**config.mk**
```make
export PLATFORM = sky130hd
export DESIGN_NAME = playback_output_mix_volume_regs
export DESIGN_NICKNAME = d
export VERILOG_FILES = /design/src/verilog/pb_out_pkg.sv /design/src/verilog/playback_output_mix_volume_regs.sv
export SDC_FILE = /design/constraint.sdc
export NUM_CORES = 1
export LEC_CHECK = 0
export ABC_AREA = 1
export BUFFER_PORTS_ARGS = -buffer_cell sky130_fd_sc_hd__clkbuf_2
export CAP_MARGIN = 20
export CORE_MARGIN = 2
export CORE_UTILIZATION = 40
export DETAILED_ROUTE_END_ITERATION = 10
export PLACE_DENSITY_LB_ADDON = 0.15
export SLEW_MARGIN = 10
export SYNTH_ARGS = -nofsm -noshare
export SYNTH_HDL_FRONTEND = slang
export SYNTH_SLANG_ARGS = --single-unit
```
**constraint.sdc**
```tcl
create_clock -name core_clk -period 3.1 [get_ports core_clk]
set_input_delay 0 -clock core_clk [delete_from_list [all_inputs] [get_ports core_clk]]
set_output_delay 0 -clock core_clk [all_outputs]
set_load 0.1 [all_outputs]
```
**src/verilog/pb_out_pkg.sv**
```systemverilog
// package: register map, field layout and reset values of the playback output register bank
package pb_out_pkg;

    // ----------------------------------------
    // register addresses
    // ----------------------------------------
    localparam logic [15:0] ADDR_LMIX  = 16'h4020;
    localparam logic [15:0] ADDR_RMIX  = 16'h4021;
    localparam logic [15:0] ADDR_MMIX  = 16'h4022;
    localparam logic [15:0] ADDR_LHP   = 16'h4023;
    localparam logic [15:0] ADDR_RHP   = 16'h4024;
    localparam logic [15:0] ADDR_LLINE = 16'h4025;
    localparam logic [15:0] ADDR_RLINE = 16'h4026;
    localparam logic [15:0] ADDR_MONO  = 16'h4027;

    // ----------------------------------------
    // field positions and codes
    // ----------------------------------------
    localparam int          POS_BOOST_HI = 3;
    localparam int          POS_BOOST_LO = 1;
    localparam int          POS_LEVEL    = 2;
    localparam int          POS_UNMUTE   = 1;
    localparam int          POS_BIT0     = 0;
    localparam logic [1:0]  BOOST_MUTE   = 2'h0;
    localparam logic [1:0]  BOOST_RSVD   = 2'h3;
    localparam logic [1:0]  MONO_COMMON  = 2'h0;
    localparam logic [5:0]  LEVEL_0DB    = 6'h39;
    localparam logic [5:0]  LEVEL_NONE   = 6'h00;

    // ----------------------------------------
    // reset values and writable masks
    // ----------------------------------------
    localparam logic [7:0]  RST_MIX      = 8'h00;
    localparam logic [7:0]  RST_DRV      = 8'h02;
    localparam logic [7:0]  MASK_LRMIX   = 8'h1F;
    localparam logic [7:0]  MASK_MMIX    = 8'h07;
    localparam logic [7:0]  MASK_DRV     = 8'hFF;

    typedef struct packed {
        logic [5:0] level;
        logic       unmute;
        logic       pin_mode;
    } drv_ctl_s;

    typedef struct packed {
        logic [1:0] right_pb_boost;
        logic [1:0] left_pb_boost;
        logic       enable;
    } line_mix_s;

endpackage : pb_out_pkg

```
**src/verilog/playback_output_mix_volume_regs.sv**
```systemverilog
// module: playback output mixer and driver control register bank
`timescale 1ns/10ps

// Operation
// - left mixer right-input boost code, reset mute
// - left mixer left-input boost code, reset mute
// - bit0 mixer enables, reset disabled
// - right mixer right-input boost code, reset mute
// - right mixer left-input boost code, reset mute
// - mono mixer code, reset common-mode
// - six-bit levels in bits 7:2, reset zero
// - left phones level, unmute, global enable
// - right phones level and unmute
// - right phones bit0 selects phones pin mode
// - left line level, unmute, reset unmuted
// - right line level, unmute, reset unmuted
// - line bit0 selects line or phones mode
// - mono level, unmute, mode fields
// - common-mode mono ignores level field
// - left line mixer at address 0x4020
module playback_output_mix_volume_regs (
    input  wire logic                     core_clk,
    input  wire logic                     rst,
    input  wire logic                     wr_en,
    input  wire logic                     rd_en,
    input  wire logic [15:0]              addr,
    input  wire logic [7:0]               wr_data,
    output logic      [7:0]               rd_data,
    output logic                          rd_valid,
    output pb_out_pkg::line_mix_s         lmix_out,
    output pb_out_pkg::line_mix_s         rmix_out,
    output logic      [1:0]               mono_mix_code,
    output logic                          mono_mix_enable,
    output pb_out_pkg::drv_ctl_s          left_phones_out,
    output pb_out_pkg::drv_ctl_s          right_phones_out,
    output pb_out_pkg::drv_ctl_s          left_line_out,
    output pb_out_pkg::drv_ctl_s          right_line_out,
    output pb_out_pkg::drv_ctl_s          mono_out,
    output logic                          phones_driver_enable,
    output logic                          mono_common_mode
);

    // ----------------------------------------
    // storage
    // ----------------------------------------
    logic [7:0] lmix_ff;
    logic [7:0] rmix_ff;
    logic [7:0] mmix_ff;
    logic [7:0] lhp_ff;
    logic [7:0] rhp_ff;
    logic [7:0] lline_ff;
    logic [7:0] rline_ff;
    logic [7:0] mono_ff;
    logic [7:0] nxt_rd_data;

    // reserved boost code is applied as mute
    function automatic logic [1:0] eff_boost(input logic [1:0] code);
        eff_boost = (code == pb_out_pkg::BOOST_RSVD) ? pb_out_pkg::BOOST_MUTE : code;
    endfunction : eff_boost

    function automatic pb_out_pkg::drv_ctl_s drv_fields(input logic [7:0] r);
        drv_fields.level    = r[7:pb_out_pkg::POS_LEVEL];
        drv_fields.unmute   = r[pb_out_pkg::POS_UNMUTE];
        drv_fields.pin_mode = r[pb_out_pkg::POS_BIT0];
    endfunction : drv_fields

    function automatic pb_out_pkg::line_mix_s mix_fields(input logic [7:0] r);
        mix_fields.right_pb_boost = eff_boost(r[4:pb_out_pkg::POS_BOOST_HI]);
        mix_fields.left_pb_boost  = eff_boost(r[2:pb_out_pkg::POS_BOOST_LO]);
        mix_fields.enable         = r[pb_out_pkg::POS_BIT0];
    endfunction : mix_fields

    // ----------------------------------------
    // register writes
    // ----------------------------------------
    always_ff @(posedge core_clk or posedge rst) begin
        if (rst) begin
            lmix_ff  <= pb_out_pkg::RST_MIX;
            rmix_ff  <= pb_out_pkg::RST_MIX;
            mmix_ff  <= pb_out_pkg::RST_MIX;
            lhp_ff   <= pb_out_pkg::RST_DRV;
            rhp_ff   <= pb_out_pkg::RST_DRV;
            lline_ff <= pb_out_pkg::RST_DRV;
            rline_ff <= pb_out_pkg::RST_DRV;
            mono_ff  <= pb_out_pkg::RST_DRV;
        end else if (wr_en) begin
            case (addr)
                pb_out_pkg::ADDR_LMIX:  lmix_ff  <= wr_data & pb_out_pkg::MASK_LRMIX;
                pb_out_pkg::ADDR_RMIX:  rmix_ff  <= wr_data & pb_out_pkg::MASK_LRMIX;
                pb_out_pkg::ADDR_MMIX:  mmix_ff  <= wr_data & pb_out_pkg::MASK_MMIX;
                pb_out_pkg::ADDR_LHP:   lhp_ff   <= wr_data & pb_out_pkg::MASK_DRV;
                pb_out_pkg::ADDR_RHP:   rhp_ff   <= wr_data & pb_out_pkg::MASK_DRV;
                pb_out_pkg::ADDR_LLINE: lline_ff <= wr_data & pb_out_pkg::MASK_DRV;
                pb_out_pkg::ADDR_RLINE: rline_ff <= wr_data & pb_out_pkg::MASK_DRV;
                pb_out_pkg::ADDR_MONO:  mono_ff  <= wr_data & pb_out_pkg::MASK_DRV;
                default: begin
                end
            endcase
        end
    end

    // ----------------------------------------
    // register reads
    // ----------------------------------------
    always_comb begin
        case (addr)
            pb_out_pkg::ADDR_LMIX:  nxt_rd_data = lmix_ff;
            pb_out_pkg::ADDR_RMIX:  nxt_rd_data = rmix_ff;
            pb_out_pkg::ADDR_MMIX:  nxt_rd_data = mmix_ff;
            pb_out_pkg::ADDR_LHP:   nxt_rd_data = lhp_ff;
            pb_out_pkg::ADDR_RHP:   nxt_rd_data = rhp_ff;
            pb_out_pkg::ADDR_LLINE: nxt_rd_data = lline_ff;
            pb_out_pkg::ADDR_RLINE: nxt_rd_data = rline_ff;
            pb_out_pkg::ADDR_MONO:  nxt_rd_data = mono_ff;
            default:                nxt_rd_data = 8'h00;
        endcase
    end

    always_ff @(posedge core_clk or posedge rst) begin
        if (rst) begin
            rd_data  <= 8'h00;
            rd_valid <= 1'b0;
        end else begin
            rd_valid <= rd_en;
            rd_data  <= rd_en ? nxt_rd_data : 8'h00;
        end
    end

    // ----------------------------------------
    // field outputs to the analog stage
    // ----------------------------------------
    always_ff @(posedge core_clk or posedge rst) begin
        if (rst) begin
            lmix_out             <= '0;
            rmix_out             <= '0;
            mono_mix_code        <= pb_out_pkg::MONO_COMMON;
            mono_mix_enable      <= 1'b0;
            left_phones_out      <= drv_fields(pb_out_pkg::RST_DRV);
            right_phones_out     <= drv_fields(pb_out_pkg::RST_DRV);
            left_line_out        <= drv_fields(pb_out_pkg::RST_DRV);
            right_line_out       <= drv_fields(pb_out_pkg::RST_DRV);
            mono_out             <= {pb_out_pkg::LEVEL_0DB, pb_out_pkg::RST_DRV[1:0]};
            phones_driver_enable <= 1'b0;
            mono_common_mode     <= 1'b1;
        end else begin
            lmix_out             <= mix_fields(lmix_ff);
            rmix_out             <= mix_fields(rmix_ff);
            mono_mix_code        <= eff_boost(mmix_ff[2:pb_out_pkg::POS_BOOST_LO]);
            mono_mix_enable      <= mmix_ff[pb_out_pkg::POS_BIT0];
            left_phones_out      <= drv_fields({lhp_ff[7:1], rhp_ff[0]});
            right_phones_out     <= drv_fields(rhp_ff);
            left_line_out        <= drv_fields(lline_ff);
            right_line_out       <= drv_fields(rline_ff);
            phones_driver_enable <= lhp_ff[pb_out_pkg::POS_BIT0];
            mono_common_mode     <= (mmix_ff[2:1] == pb_out_pkg::MONO_COMMON);
            if (mmix_ff[2:1] == pb_out_pkg::MONO_COMMON) begin
                mono_out <= {pb_out_pkg::LEVEL_0DB, mono_ff[1:0]};
            end else begin
                mono_out <= drv_fields(mono_ff);
            end
        end
    end

    // ----------------------------------------
    // checks
    // ----------------------------------------
    a_lmix_write: assert property (@(posedge core_clk) disable iff (rst)
        wr_en && addr == pb_out_pkg::ADDR_LMIX ##1 !wr_en |=> lmix_out.enable == $past(wr_data[0], 2))
        else $error("left mixer enable not applied");
    a_reserved_mute: assert property (@(posedge core_clk) disable iff (rst)
        wr_en && addr == pb_out_pkg::ADDR_RMIX && wr_data[4:3] == 2'h3 ##1 !wr_en
        |=> rmix_out.right_pb_boost == 2'h0)
        else $error("reserved boost not muted");
    a_reserved_read: assert property (@(posedge core_clk) disable iff (rst)
        rd_en && addr == pb_out_pkg::ADDR_LMIX |=> rd_data[7:5] == 3'h0)
        else $error("reserved bits read nonzero");
    a_mono_common: assert property (@(posedge core_clk) disable iff (rst)
        mono_common_mode |-> mono_out.level == pb_out_pkg::LEVEL_0DB)
        else $error("common-mode mono has level applied");
    a_mono_level: assert property (@(posedge core_clk) disable iff (rst)
        $stable(mono_ff) && $stable(mmix_ff) && mmix_ff[2:1] != 2'h0
        |=> mono_out.level == $past(mono_ff[7:2]))
        else $error("mono level wrong");
    a_phones_mode: assert property (@(posedge core_clk) disable iff (rst)
        wr_en && addr == pb_out_pkg::ADDR_RHP ##1 !wr_en
        |=> left_phones_out.pin_mode == right_phones_out.pin_mode)
        else $error("phones pin modes differ");
    a_phones_enable: assert property (@(posedge core_clk) disable iff (rst)
        wr_en && addr == pb_out_pkg::ADDR_LHP ##1 !wr_en |=> phones_driver_enable == $past(wr_data[0], 2))
        else $error("phones enable not applied");
    a_line_read: assert property (@(posedge core_clk) disable iff (rst)
        wr_en && addr == pb_out_pkg::ADDR_LLINE ##1 rd_en && !wr_en && addr == pb_out_pkg::ADDR_LLINE
        |=> rd_data == $past(wr_data, 2))
        else $error("line register readback wrong");
    a_unmapped_read: assert property (@(posedge core_clk) disable iff (rst)
        rd_en && (addr < pb_out_pkg::ADDR_LMIX || addr > pb_out_pkg::ADDR_MONO) |=> rd_data == 8'h00)
        else $error("unmapped read nonzero");
    a_rd_valid_pulse: assert property (@(posedge core_clk) disable iff (rst)
        rd_valid == $past(rd_en))
        else $error("read valid not one cycle after strobe");
    a_rmix_enable: assert property (@(posedge core_clk) disable iff (rst)
        wr_en && addr == pb_out_pkg::ADDR_RMIX ##1 !wr_en |=> rmix_out.enable == $past(wr_data[0], 2))
        else $error("right mixer enable not applied");
    a_mmix_enable: assert property (@(posedge core_clk) disable iff (rst)
        wr_en && addr == pb_out_pkg::ADDR_MMIX ##1 !wr_en |=> mono_mix_enable == $past(wr_data[0], 2))
        else $error("mono mixer enable not applied");
    a_lphones_level: assert property (@(posedge core_clk) disable iff (rst)
        wr_en && addr == pb_out_pkg::ADDR_LHP ##1 !wr_en |=> left_phones_out.level == $past(wr_data[7:2], 2))
        else $error("left phones level not applied");
    a_rphones_field: assert property (@(posedge core_clk) disable iff (rst)
        wr_en && addr == pb_out_pkg::ADDR_RHP ##1 !wr_en |=> right_phones_out == $past(wr_data, 2))
        else $error("right phones fields not applied");
    a_lline_field: assert property (@(posedge core_clk) disable iff (rst)
        wr_en && addr == pb_out_pkg::ADDR_LLINE ##1 !wr_en |=> left_line_out == $past(wr_data, 2))
        else $error("left line fields not applied");
    a_rline_field: assert property (@(posedge core_clk) disable iff (rst)
        wr_en && addr == pb_out_pkg::ADDR_RLINE ##1 !wr_en |=> right_line_out == $past(wr_data, 2))
        else $error("right line fields not applied");

    c_mono_common: cover property (@(posedge core_clk) disable iff (rst) mono_common_mode && mono_out.pin_mode);
    c_line_phones: cover property (@(posedge core_clk) disable iff (rst) left_line_out.pin_mode);
    c_boost_six:   cover property (@(posedge core_clk) disable iff (rst) lmix_out.right_pb_boost == 2'h2);
    c_mono_level:  cover property (@(posedge core_clk) disable iff (rst) !mono_common_mode && mono_out.level != 6'h39);

endmodule : playback_output_mix_volume_regs

```
==> out/results.tsv, run 1 <==
stage	metric	value	unit
timing	finalWorstPathRequiredPeriod	1.38	ns
floorplanning	die_w	111	µm
place	detailedPlace.worstSlack	1.38	ns
synthesis	yosysMostFrequentCell	sky130_fd_sc_hd__dfrtp_1	
cts	clock_latency	0.41	ns
detailed_routing	drt_first_iter_violations	184	
cts	max-clock-path-buffers	2	
detailed_routing	vias_per_cell	4.76	
synthesis	yosys-top-cells-count	sky130_fd_sc_hd__dfrtp_1, sky130_fd_sc_hd__nand2_1, sky130_fd_sc_hd__nand3_1, sky130_fd_sc_hd__nor2_1	
cts	tritoncts	done	
cts	cts.clk_slew.worst_paths	0.05	ns
timing	report.final.setup_viol	0	
critical_path	reg2reg_slack	2.09	ns
power_and_ir_drop	net-switching-power	763	µW
critical_path	timing.critical_path.slowest_cell_delay	0.52	ns
floorplanning	initial_utilization	40.5	%
timing	slew-limit-headroom	55.4	%
detailed_routing	number_of_vias_in_the_routed_layout	3244	
synthesis	netlist_area	4570	µm²
place	place_congestion	0.842	
timing	max_freq	0.727	GHz
power_and_ir_drop	p_per_area	628	nW/µm²
critical_path	worst-path-max-fanout	1	
critical_path	critPathArrivalTime	1.38	ns
synthesis	ys.warnings.count	0	
synthesis	synth-seq-area-share	64.0	%
synthesis	synth_enable_flop_cells	0	
timing	fin_crit_sh	44.4	%
flow_run	max-cap-violations	0	
detailed_routing	drt_drc_violations_left	0	
detailed_routing	post_drt_wl_per_cell	14.9	µm
final_layout	fillerInstances	1033	
grt	grt_overflow	0	
cts	postCtsSetupRepairBufs	0	
critical_path	rr_worst_depth	2	
detailed_routing	drt_pass1_iterations	5	
final_layout	final_nets	553	
grt	global_route.usage.total	17.5	%
cts	cts.htree.levels	4	
power_and_ir_drop	seq_power_share	41.8	%
synthesis	synth_flop_cell	sky130_fd_sc_hd__dfrtp_1	
worst_hold_path	timing.hold.worst.class	input port to flop	
outcome	outcome	finished, final reports clean	
grt	grt_pass1_wl	16500	µm
grt	first_global_vias	3126	
cts	cts_num_sinks	116	
critical_path	crit_path_end	right_phones_out[1]	
timing	finalClockSkew	0.00749	ns
critical_path	crit_path_top_delay_cell	sky130_fd_sc_hd__dfstp_2	
critical_path	critical_path.reg2reg.endpoint	mono_out[7]$_DFF_PP1_	
critical_path	worstPathCellList	clkbuf_2	
critical_path	reg2reg_from	mmix_ff[1]$_DFFE_PP0P_	
synthesis	syn_nets	448	
cts	cts_made_buffers	17	
final_layout	number_of_standard_cells_in_the_final_layout_excluding_fillers	681	
power_and_ir_drop	p_comb_share	2.9	%
critical_path	end_kind	output pin	
power_and_ir_drop	clkPwrFrac	55.3	%
critical_path	crit_cells	1	
floorplanning	rows	39	
timing	grt_setup_unrepaired	false	
critical_path	critical_path_class	flop to output pin	
detailed_routing	route.final.wire_length	10100	µm
place	port_buffers	91	
final_layout	diodes	0	
synthesis	synth.top_cell.area_share	55.4	%
grt	grt_antenna_before_repair	0	
critical_path	worst-path-buf-inv	1	
synthesis	synth.ff_latch_count	116	
synthesis	cell_types_occupying_the_most_area_after_synthesis	sky130_fd_sc_hd__dfrtp_1, sky130_fd_sc_hd__dfstp_2, sky130_fd_sc_hd__nand2_1, sky130_fd_sc_hd__nand3_1, sky130_fd_sc_hd__o21ai_2	
detailed_routing	number_of_nets_with_antenna_violations_after_detailed_routing	0	
timing	timing.setup.tns	0	ns
place	place.detailed.instances	644	
cts	clk_root_buffer_cell	sky130_fd_sc_hd__clkbuf_16	
timing	timing_max_transition_violations_final	0	
critical_path	cp_data_required_time	3.10	ns
final_layout	layout-drive-gt1-share	37.5	%
power_and_ir_drop	intPower	2.87	mW
timing	hold_violations	0	
power_and_ir_drop	netSwitchingFraction	21.0	%
floorplanning	ports_placed_on_the_boundary	92	
grt	largest_net_degree_at_the_start_of_global_routing	117	
critical_path	setup.worst_path.start_class	flop	
final_layout	layout-area-overhead-vs-synth	26.8	%
synthesis	synthesized_instance_count	420	
power_and_ir_drop	worst_ir_drop_on_vdd	0.000337	V
timing	tightestPinTransition	0.668	ns
cts	cts_hold_buffers	5	
critical_path	cp-startpoint	right_phones_out[1]$_DFF_PP1_	
critical_path	path_delay_family	flip-flops	
floorplanning	die-height	111	µm
power_and_ir_drop	p_leak	2.89	nW
cts	cts_resized	0	
place	place.detailed.hpwl	6790	µm
timing	postLayoutSetupSlackWorst	1.72	ns
synthesis	synthesis.area_per_instance	10.9	µm²
synthesis	ys_types	22	
synthesis	synth_async_sr_flop_share	100	%
floorplanning	design.die.area	12300	µm²
synthesis	synth.largest_area_cell	sky130_fd_sc_hd__dfrtp_1	
floorplanning	core_region_area	11300	µm²
-- through the flow --
stage          hold WS [ns]  util [%]  cell area, µm²  power, mW
2_1_floorplan        0.0314         -            4570       1.60
3_3_place_gp          0.125      45.4            5110       1.65
3_5_place_dp          0.126      45.4            5110       1.65
4_1_cts              0.0391      51.3            5790       3.67
5_1_grt              0.0736      51.3            5790       3.76
6_report             0.0422      51.3            5790       3.63
-- tightest hold or removal path, stage by stage --
cell                       delay (ns)
sky130_fd_sc_hd__clkbuf_2        0.07
sky130_fd_sc_hd__inv_1           0.17
sky130_fd_sc_hd__o21ai_2         0.18
-- worst min-delay path by stage --
| stage | start | endpoint | depth (start not counted) |
|---|---|---|---|
| final | wr_data[0] | rhp_ff[0]$_DFFE_PP0P_ | 3 |
| after global routing | wr_data[0] | rhp_ff[0]$_DFFE_PP0P_ | 3 |
| after CTS | wr_data[0] | rhp_ff[0]$_DFFE_PP0P_ | 3 |
| after detailed placement | rd_en | rd_valid$_DFF_PP0_ | 1 |
| after global placement | rd_en | rd_valid$_DFF_PP0_ | 1 |
| after floorplan | rd_en | rd_valid$_DFF_PP0_ | 0 |
-- registers in the layout (all words and copies together) (netlist names) --
register and cells:
right_line_out 8, left_phones_out 7, rline_ff 8, left_line_out 8, mono_mix_code 2, rmix_out 5
mono_ff 8, lhp_ff 8, mmix_ff 3, lmix_out 5, phones_driver_enable 1, lline_ff 8
rmix_ff 5, rd_valid 1, mono_mix_enable 1, right_phones_out 8, lmix_ff 5, mono_common_mode 1
mono_out 8, rhp_ff 8, rd_data 8
-- routing by layer --
layer,share of wire (%),GRT usage (%),wire length [µm]
met1,48,24.6,4840
met2,46,25.7,4670
met3,4.7,4.87,474
met4,1.4,6.83,139
met5,0,0,0
-- layout by cell type (no fill, tap or decap), drive strengths merged, types with 3 or more instances in the layout --
master	n
a21oi	5
and2	3
bufinv	3
clkbuf	112
clkinvlp	6
dfrtp	101
dfstp	15
dlygate4sd3	5
inv	29
nand2	93
nand3	54
nor2	50
o21ai	53
or2	4
-- cell type report --
class	count	area (µm²)	share of cell area, %
sequential	116	2920	50.5
timing repair buffer	98	533	9.21
tap	143	179	3.09
clock inverter	11	153	2.64
clock buffer	21	470	8.13
multi-input combinational	263	1420	24.5
inverter	29	111	1.92
-- power groups by stage --
stage | registers, mW | logic, mW | clock network (mW)
6_report | 1.52 | 0.107 | 2.01
5_1_grt | 1.52 | 0.120 | 2.12
4_1_cts | 1.52 | 0.110 | 2.04
3_5_place_dp | 1.54 | 0.105 | 0
3_3_place_gp | 1.54 | 0.104 | 0
2_1_floorplan | 1.55 | 0.0536 | 0
-- cell families after synthesis --
logic type / share of synthesized area [%]
compound gates: 8.41
buf+inv: 4.91
flops: 64.0
simple gates: 22.7
(Power assumes the default switching activity.)
==> run 2: changes to the inputs <==
ABC_AREA = 0   (was 1)
clock period = 1.25 ns   (was 3.1 ns; I/O delays follow)
==> run 2 against run 1 <==
Net effect:
- sequential share of layout area shrank 4.3 points
- register-to-register slack lost 2.1 ns
- die area shrank 4.7%
- flip-flop and latch count is the same
- critical endpoint is now rd_data[1]$_DFF_PP0_
==> out/results.tsv, run 2 <==
stage	metric	value	unit	change
outcome	outcome	finished, final reports clean		
worst_hold_path	min_delay_worst_endpoint	rd_data[1]$_DFF_PP0_		
synthesis	yosys-top-cells-count	sky130_fd_sc_hd__dfrtp_1, sky130_fd_sc_hd__mux2_2, sky130_fd_sc_hd__nor2b_1, sky130_fd_sc_hd__dfstp_2, sky130_fd_sc_hd__a21oi_1		
power_and_ir_drop	p_per_area	1330	nW/µm²	+110%
critical_path	end_kind	flop		
final_layout	final_nets	445		-20%
worst_hold_path	hold_path_start	addr[2]		
critical_path	cp_data_required_time	1.67	ns	-1.43 ns
synthesis	yosysMostFrequentCell	sky130_fd_sc_hd__dfrtp_1		
timing	hold_violations	0		unchanged
synthesis	cell_types_occupying_the_most_area_after_synthesis	sky130_fd_sc_hd__dfrtp_1, sky130_fd_sc_hd__mux2_2, sky130_fd_sc_hd__dfstp_2, sky130_fd_sc_hd__mux4_2, sky130_fd_sc_hd__nor2b_1		
synthesis	syn_nets	294		-34%
synthesis	ys_types	38		+73%
timing	grt_setup_unrepaired	true		
final_layout	layout_commonest_cell	sky130_fd_sc_hd__dfrtp_1		
floorplanning	ports_placed_on_the_boundary	92		unchanged
flow_run	max-cap-violations	0		unchanged
cts	postCtsSetupRepairBufs	0		unchanged
critical_path	critPathArrivalTime	1.66	ns	+0.28 ns
timing	tightestPinTransition	0.353	ns	-0.315 ns
place	place.detailed.hpwl	6890	µm	+1.5%
grt	largest_net_degree_at_the_start_of_global_routing	63		-46%
critical_path	setup.worst_path.start_class	flop		
place	port_buffers	91		unchanged
grt	global_route.usage.total	18.6	%	+1.2 points
cts	tritoncts	done		
floorplanning	design.die.area	11700	µm²	-4.7%
timing	finalClockSkew	0.00793	ns	+0.000440 ns
synthesis	synthesized_instance_count	266		-37%
synthesis	synth.top_cell.area_share	58.2	%	+2.8 points
critical_path	worst-path-max-fanout	3		+2
timing	max_freq	0.806	GHz	
synthesis	synth-seq-area-share	67.3	%	+3.3 points
cts	clock_latency	0.51	ns	+0.10 ns
final_layout	layout-area-overhead-vs-synth	45.6	%	
critical_path	crit_path_top_delay_cell	sky130_fd_sc_hd__dfstp_2		
power_and_ir_drop	worst_ir_drop_on_vdd	0.000666	V	+97%
place	place.detailed.instances	528		-18%
floorplanning	die-height	108	µm	-2.4%
timing	timing.setup.tns	0	ns	unchanged
cts	max-clock-path-buffers	2		unchanged
timing	finalWorstPathRequiredPeriod	1.24	ns	
floorplanning	rows	38		-2.6%
critical_path	rr_worst_depth	4		+2
place	place_congestion	0.786		-6.7%
synthesis	synth.ff_latch_count	116		unchanged
final_layout	number_of_standard_cells_in_the_final_layout_excluding_fillers	570		-16%
detailed_routing	drt_pass1_iterations	6		+1
cts	cts.htree.levels	4		unchanged
detailed_routing	post_drt_wl_per_cell	17.3	µm	+16%
final_layout	most-common-layout-cells	sky130_fd_sc_hd__dfrtp_1, sky130_fd_sc_hd__clkbuf_4, sky130_fd_sc_hd__buf_4, sky130_fd_sc_hd__mux2_2, sky130_fd_sc_hd__clkbuf_2		
final_layout	layout-drive-gt1-share	58.1	%	+21 points
synthesis	synth_async_sr_flop_share	100	%	unchanged
floorplanning	die_w	108	µm	-2.4%
grt	grt_pass1_wl	15700	µm	-4.9%
cts	cts_num_sinks	116		unchanged
detailed_routing	drt_drc_violations_left	0		unchanged
critical_path	timing.critical_path.slowest_cell_delay	0.55	ns	+0.03 ns
synthesis	netlist_area	4340	µm²	-4.9%
critical_path	reg2reg_slack	0.01	ns	-2.08 ns
detailed_routing	drt_first_iter_violations	88		-52%
grt	grt_antenna_before_repair	0		unchanged
grt	first_global_vias	2936		-6.1%
critical_path	worstPathCellList	nand3b_1 > o21a_1 > o22a_1 > a31oi_1		
worst_hold_path	timing.hold.worst.class	input port to flop		
power_and_ir_drop	p_leak	3.09	nW	+7.1%
detailed_routing	number_of_nets_with_antenna_violations_after_detailed_routing	0		unchanged
timing	report.final.setup_viol	0		unchanged
detailed_routing	vias_per_cell	4.84		+1.6%
grt	grt_overflow	0		unchanged
critical_path	reg2reg_from	rhp_ff[1]$_DFFE_PP1P_		
synthesis	synth_flop_cell	sky130_fd_sc_hd__dfrtp_1		
synthesis	synthesis.area_per_instance	16.3	µm²	+50%
synthesis	synth.largest_area_cell	sky130_fd_sc_hd__dfrtp_1		
floorplanning	initial_utilization	40.6	%	+0.093 points
cts	cts.clk_slew.worst_paths	0.05	ns	about the same
final_layout	layout.core_utilization	59.1	%	+7.8 points
timing	hold_ws	0.0207	ns	-0.0216 ns
worst_hold_path	worstHoldPathCells	4		+1
detailed_routing	number_of_vias_in_the_routed_layout	2758		-15%
synthesis	ys.warnings.count	0		unchanged
detailed_routing	route.final.wire_length	9860	µm	-2.5%
cts	clk_root_buffer_cell	sky130_fd_sc_hd__clkbuf_8		
timing	fin_crit_sh	99.2	%	
final_layout	diodes	0		unchanged
timing	slew-limit-headroom	76.4	%	+21 points
final_layout	fillerInstances	864		-16%
cts	cts_made_buffers	17		unchanged
critical_path	critical_path_class	flop to flop		
floorplanning	core_region_area	10700	µm²	-5.1%
synthesis	synth_enable_flop_cells	0		unchanged
critical_path	critical_path.reg2reg.endpoint	rd_data[1]$_DFF_PP0_		
timing	timing_max_transition_violations_final	0		unchanged
## run 2: per-layer routing
layer	track usage [%]	share of wire, %
met2	27.6	48
met5	0	0
met3	5.55	4.2
met4	7.42	1.2
met1	25.8	47
## run 2: timing repair
action / 4_1_cts / 5_1_grt
resized for setup: 52 / 4
hold buffers: 10 / 0
hold endpoints to repair: 170 / 0
endpoints found under the setup margin: 55 / 15
pin swaps: 1 / 1
## run 2: per-stage QoR
stage,setup slack [ns],power (mW),instance area (µm²)
global placement,-0.342,4.16,5540
floorplan,-0.151,3.98,4440
CTS,-0.0133,8.51,6310
detailed placement,-0.367,4.17,5540
global route,-0.0586,8.70,6320
finish,0.00969,8.42,6320
## run 2: where the power goes
group          switching [mW]  leakage [nW]  internal [mW]  total [mW]
combinational           0.222          1.26          0.137       0.359
sequential            0.00119          1.57           3.77        3.77
clock                    1.56         0.265           2.74        4.30
## run 2: worst max path at each step
stage                                  start                         end  slack, ns  cells after the start
2_1_floorplan                            rst  left_line_out[0]$_DFF_PP0_      -0.15                      1
3_3_place_gp                        addr[10]       rhp_ff[7]$_DFFE_PP0P_      -0.34                      7
3_5_place_dp                         addr[6]       lhp_ff[2]$_DFFE_PP0P_      -0.37                      6
4_1_cts        right_phones_out[1]$_DFF_PP1_         right_phones_out[1]      -0.01                      1
5_1_grt                rhp_ff[1]$_DFFE_PP1P_        rd_data[1]$_DFF_PP0_      -0.06                      4
6_report               rhp_ff[1]$_DFFE_PP1P_        rd_data[1]$_DFF_PP0_       0.01                      4
## run 2: critical path, delay by kind of cell (launching register included)
| kind | cells | cell delay (ns) |
|---|---|---|
| flops | 1 | 0.55 |
| simple gates | 1 | 0.08 |
| compound gates | 3 | 0.51 |
## run 2: area by class of cell
cell class	count	area, µm²	area share [%]
flip-flops and latches	116	2920	46.2
well taps	140	175	2.77
clock buffers	28	515	8.15
inverters	1	7.51	0.119
multi-input cells	141	1490	23.5
repair buffers	140	1200	18.9
clock inverters	4	22.5	0.356
## run 2: cell families (layout without fill, tap and decap cells)
kind of cell	after synthesis	in the layout	share of synthesized area, %
flops	116	116	67.3
mux	64	64	17.8
simple gates	56	56	10.4
compound gates	21	21	3.49
buf+inv	9	173	1.04
==> run 3: changes to the inputs <==
BUFFER_PORTS_ARGS = not set   (was -buffer_cell sky130_fd_sc_hd__clkbuf_2)
DONT_BUFFER_PORTS = 1   (was not set)
TNS_END_PERCENT = 30   (was not set)
==> run 3 against run 2 <==
Net effect:
- the flow now finishes with violations (negative hold slack, negative setup slack)
- combinational power down 30%
- worst hold slack got worse by 0.34 ns
- flip-flop and latch count unchanged
- power increased by 7.5%
- global-route usage rose by 0.22 points
- cell area shrank 4.9%
- clock-buffer cell count fell by 8
- critical path depth down 4
- sequential share of layout area increased by 3.0 points
- first-iteration DRC count fell by 17%
- non-clock buffer count shrank 43
- final cell count is 7.5% lower
- largest cell class unchanged
- largest power group unchanged
==> out/results.tsv, run 3 (same netlist as run 2, synthesis figures left out) <==
stage	metric	value	unit	change
outcome	outcome	finished, violations left		
outcome	violations	negative hold slack, negative setup slack		
cts	max-clock-path-buffers	2		unchanged
final_layout	final-seq-area	2960	µm²	+1.3%
detailed_routing	drt_drc_violations_left	0		unchanged
cts	cts.htree.levels	4		unchanged
critical_path	cp_data_required_time	1.25	ns	-0.42 ns
critical_path	end_kind	output pin		
detailed_routing	number_of_vias_in_the_routed_layout	2617		-5.1%
timing	timing_max_transition_violations_final	0		unchanged
final_layout	layout-drive-gt1-share	52.7	%	-5.4 points
timing	tightestPinTransition	0.667	ns	+0.314 ns
floorplanning	die-height	108	µm	unchanged
cts	cts_hold_buffers	16		+6
power_and_ir_drop	p_comb_share	2.8	%	-1.5 points
floorplanning	initial_utilization	40.6	%	unchanged
cts	clk_root_buffer_cell	sky130_fd_sc_hd__clkbuf_8		
critical_path	worst-path-max-fanout	1		-2
timing	report.final.setup_viol	10		+10
floorplanning	ports_placed_on_the_boundary	92		unchanged
final_layout	layout_commonest_cell	sky130_fd_sc_hd__dfrtp_1		
flow_run	max-cap-violations	0		unchanged
detailed_routing	post_drt_wl_per_cell	19.2	µm	+11%
power_and_ir_drop	intPower	7.24	mW	+9.0%
cts	cts_made_buffers	17		unchanged
detailed_routing	number_of_nets_with_antenna_violations_after_detailed_routing	0		unchanged
grt	grt_overflow	0		unchanged
power_and_ir_drop	p_per_area	1500	nW/µm²	+13%
cts	tritoncts	done		
floorplanning	rows	38		unchanged
detailed_routing	vias_per_cell	4.97		+2.6%
power_and_ir_drop	fin_total_pwr	9.05	mW	+7.5%
detailed_routing	drt_first_iter_violations	73		-17%
worst_hold_path	timing.hold.worst.class	input port to flop		
final_layout	layout-area-overhead-vs-synth	38.5	%	
power_and_ir_drop	worst_ir_drop_on_vdd	0.00104	V	+56%
grt	grt_pass1_wl	15700	µm	about the same
detailed_routing	drt_pass1_iterations	4		-2
grt	largest_net_degree_at_the_start_of_global_routing	48		-24%
power_and_ir_drop	netSwitchingFraction	20.0	%	-1.1 points
power_and_ir_drop	clkPwrFrac	55.6	%	+4.6 points
final_layout	number_of_standard_cells_in_the_final_layout_excluding_fillers	527		-7.5%
grt	global_route.usage.total	18.8	%	+0.22 points
final_layout	most-common-layout-cells	sky130_fd_sc_hd__dfrtp_1, sky130_fd_sc_hd__buf_4, sky130_fd_sc_hd__mux2_2, sky130_fd_sc_hd__nor2b_1, sky130_fd_sc_hd__clkbuf_16		
timing	hold_ws	-0.322	ns	-0.343 ns
critical_path	critical_path_class	flop to output pin		
cts	postCtsSetupRepairBufs	0		unchanged
critical_path	critPathArrivalTime	1.30	ns	-0.36 ns
timing	hold_violations	21		+21
detailed_routing	route.final.wire_length	10100	µm	+2.6%
power_and_ir_drop	net-switching-power	1.81	mW	+1.7%
power_and_ir_drop	p_leak	2.91	nW	-5.8%
place	place_congestion	0.767		-2.5%
final_layout	multiInputGateArea	1380	µm²	-7.0%
timing	finalClockSkew	0.00765	ns	-0.000282 ns
grt	first_global_vias	2797		-4.7%
timing	postLayoutSetupSlackWorst	-0.0498	ns	-0.0595 ns
grt	grt_antenna_before_repair	0		unchanged
floorplanning	design.die.area	11700	µm²	unchanged
place	place.detailed.instances	479		-9.3%
place	place.detailed.hpwl	6640	µm	-3.7%
critical_path	setup.worst_path.start_class	flop		
power_and_ir_drop	seq_power_share	41.6	%	-3.1 points
timing	grt_setup_unrepaired	true		
timing	finalWorstPathRequiredPeriod	1.30	ns	+0.0595 ns
cts	cts_num_sinks	116		unchanged
timing	max_freq	0.769	GHz	-4.6%
floorplanning	core_region_area	10700	µm²	unchanged
final_layout	diodes	0		unchanged
final_layout	fillerInstances	892		+3.2%
final_layout	final_nets	402		-9.7%
timing	fin_crit_sh	104	%	+4.8 points
timing	slew-limit-headroom	55.5	%	-21 points
place	port_buffers	0		-100%
cts	clock_latency	0.52	ns	about the same
floorplanning	die_w	108	µm	unchanged
cts	cts.clk_slew.worst_paths	0.06	ns	about the same
-- run 3: path summary, 6_finish.rpt --
check,start,to,slack (ns),depth (start not counted)
setup / recovery,mono_out[6]$_DFF_PP1_,mono_out[6],-0.05,0
hold reg to reg,mono_ff[1]$_DFFE_PP1P_,mono_out[1]$_DFF_PP1_,0.38,0
min in group asynchronous,rst,rd_valid$_DFF_PP0_,0.10,3
max in group asynchronous,rst,rmix_ff[1]$_DFFE_PP0P_,0.25,3
setup reg to reg,rhp_ff[4]$_DFFE_PP0P_,rd_data[4]$_DFF_PP0_,0.02,3
hold / removal,addr[1],rd_data[3]$_DFF_PP0_,-0.32,2
-- run 3: metrics by stage --
stage          hold slack (ns)  util [%]  setup TNS [ns]  area, µm²  setup slack, ns
2_1_floorplan           0.0314         -          -18.95       4350           -0.151
3_3_place_gp            -0.140      48.4          -10.91       5180           -0.292
3_5_place_dp            -0.144      48.4          -12.27       5180           -0.331
4_1_cts                 -0.351      56.2          -0.767       6010          -0.0804
5_1_grt                 -0.337      56.2          -0.832       6020          -0.0817
6_report                -0.322      56.2          -0.460       6020          -0.0498
-- run 3: area by class of cell --
cell class,count,area share [%]
Sequential cell,116,49.2
Multi-Input combinational cell,141,23.0
Clock buffer,20,7.57
Inverter,1,0.125
Timing Repair Buffer,97,14.3
Clock inverter,12,2.95
Tap cell,140,2.91
-- run 3: power by group through the flow --
stage	clock [mW]	combinational, mW	sequential, mW
6_report	5.04	0.251	3.76
3_3_place_gp	0	0.179	3.83
3_5_place_dp	0	0.181	3.83
2_1_floorplan	0	0.136	3.85
4_1_cts	5.16	0.257	3.76
5_1_grt	5.31	0.276	3.76
-- run 3: timing repair --
item | CTS | global route
resized for setup | 10 | 2
hold endpoints to repair | 178 | 21
gates cloned | 0 | 0
pin swaps | 1 | 0
setup endpoints to repair | 11 | 16
-- run 3: per-layer routing --
metal | vias to the layer above | share of wire, % | global-route usage [%]
met2 | 71 | 51 | 30.1
met4 | 0 | 1.9 | 9.16
met3 | 17 | 4.6 | 5.00
met5 | - | 0 | 0
met1 | 1354 | 42 | 23.9
li1 | 1175 | - | -
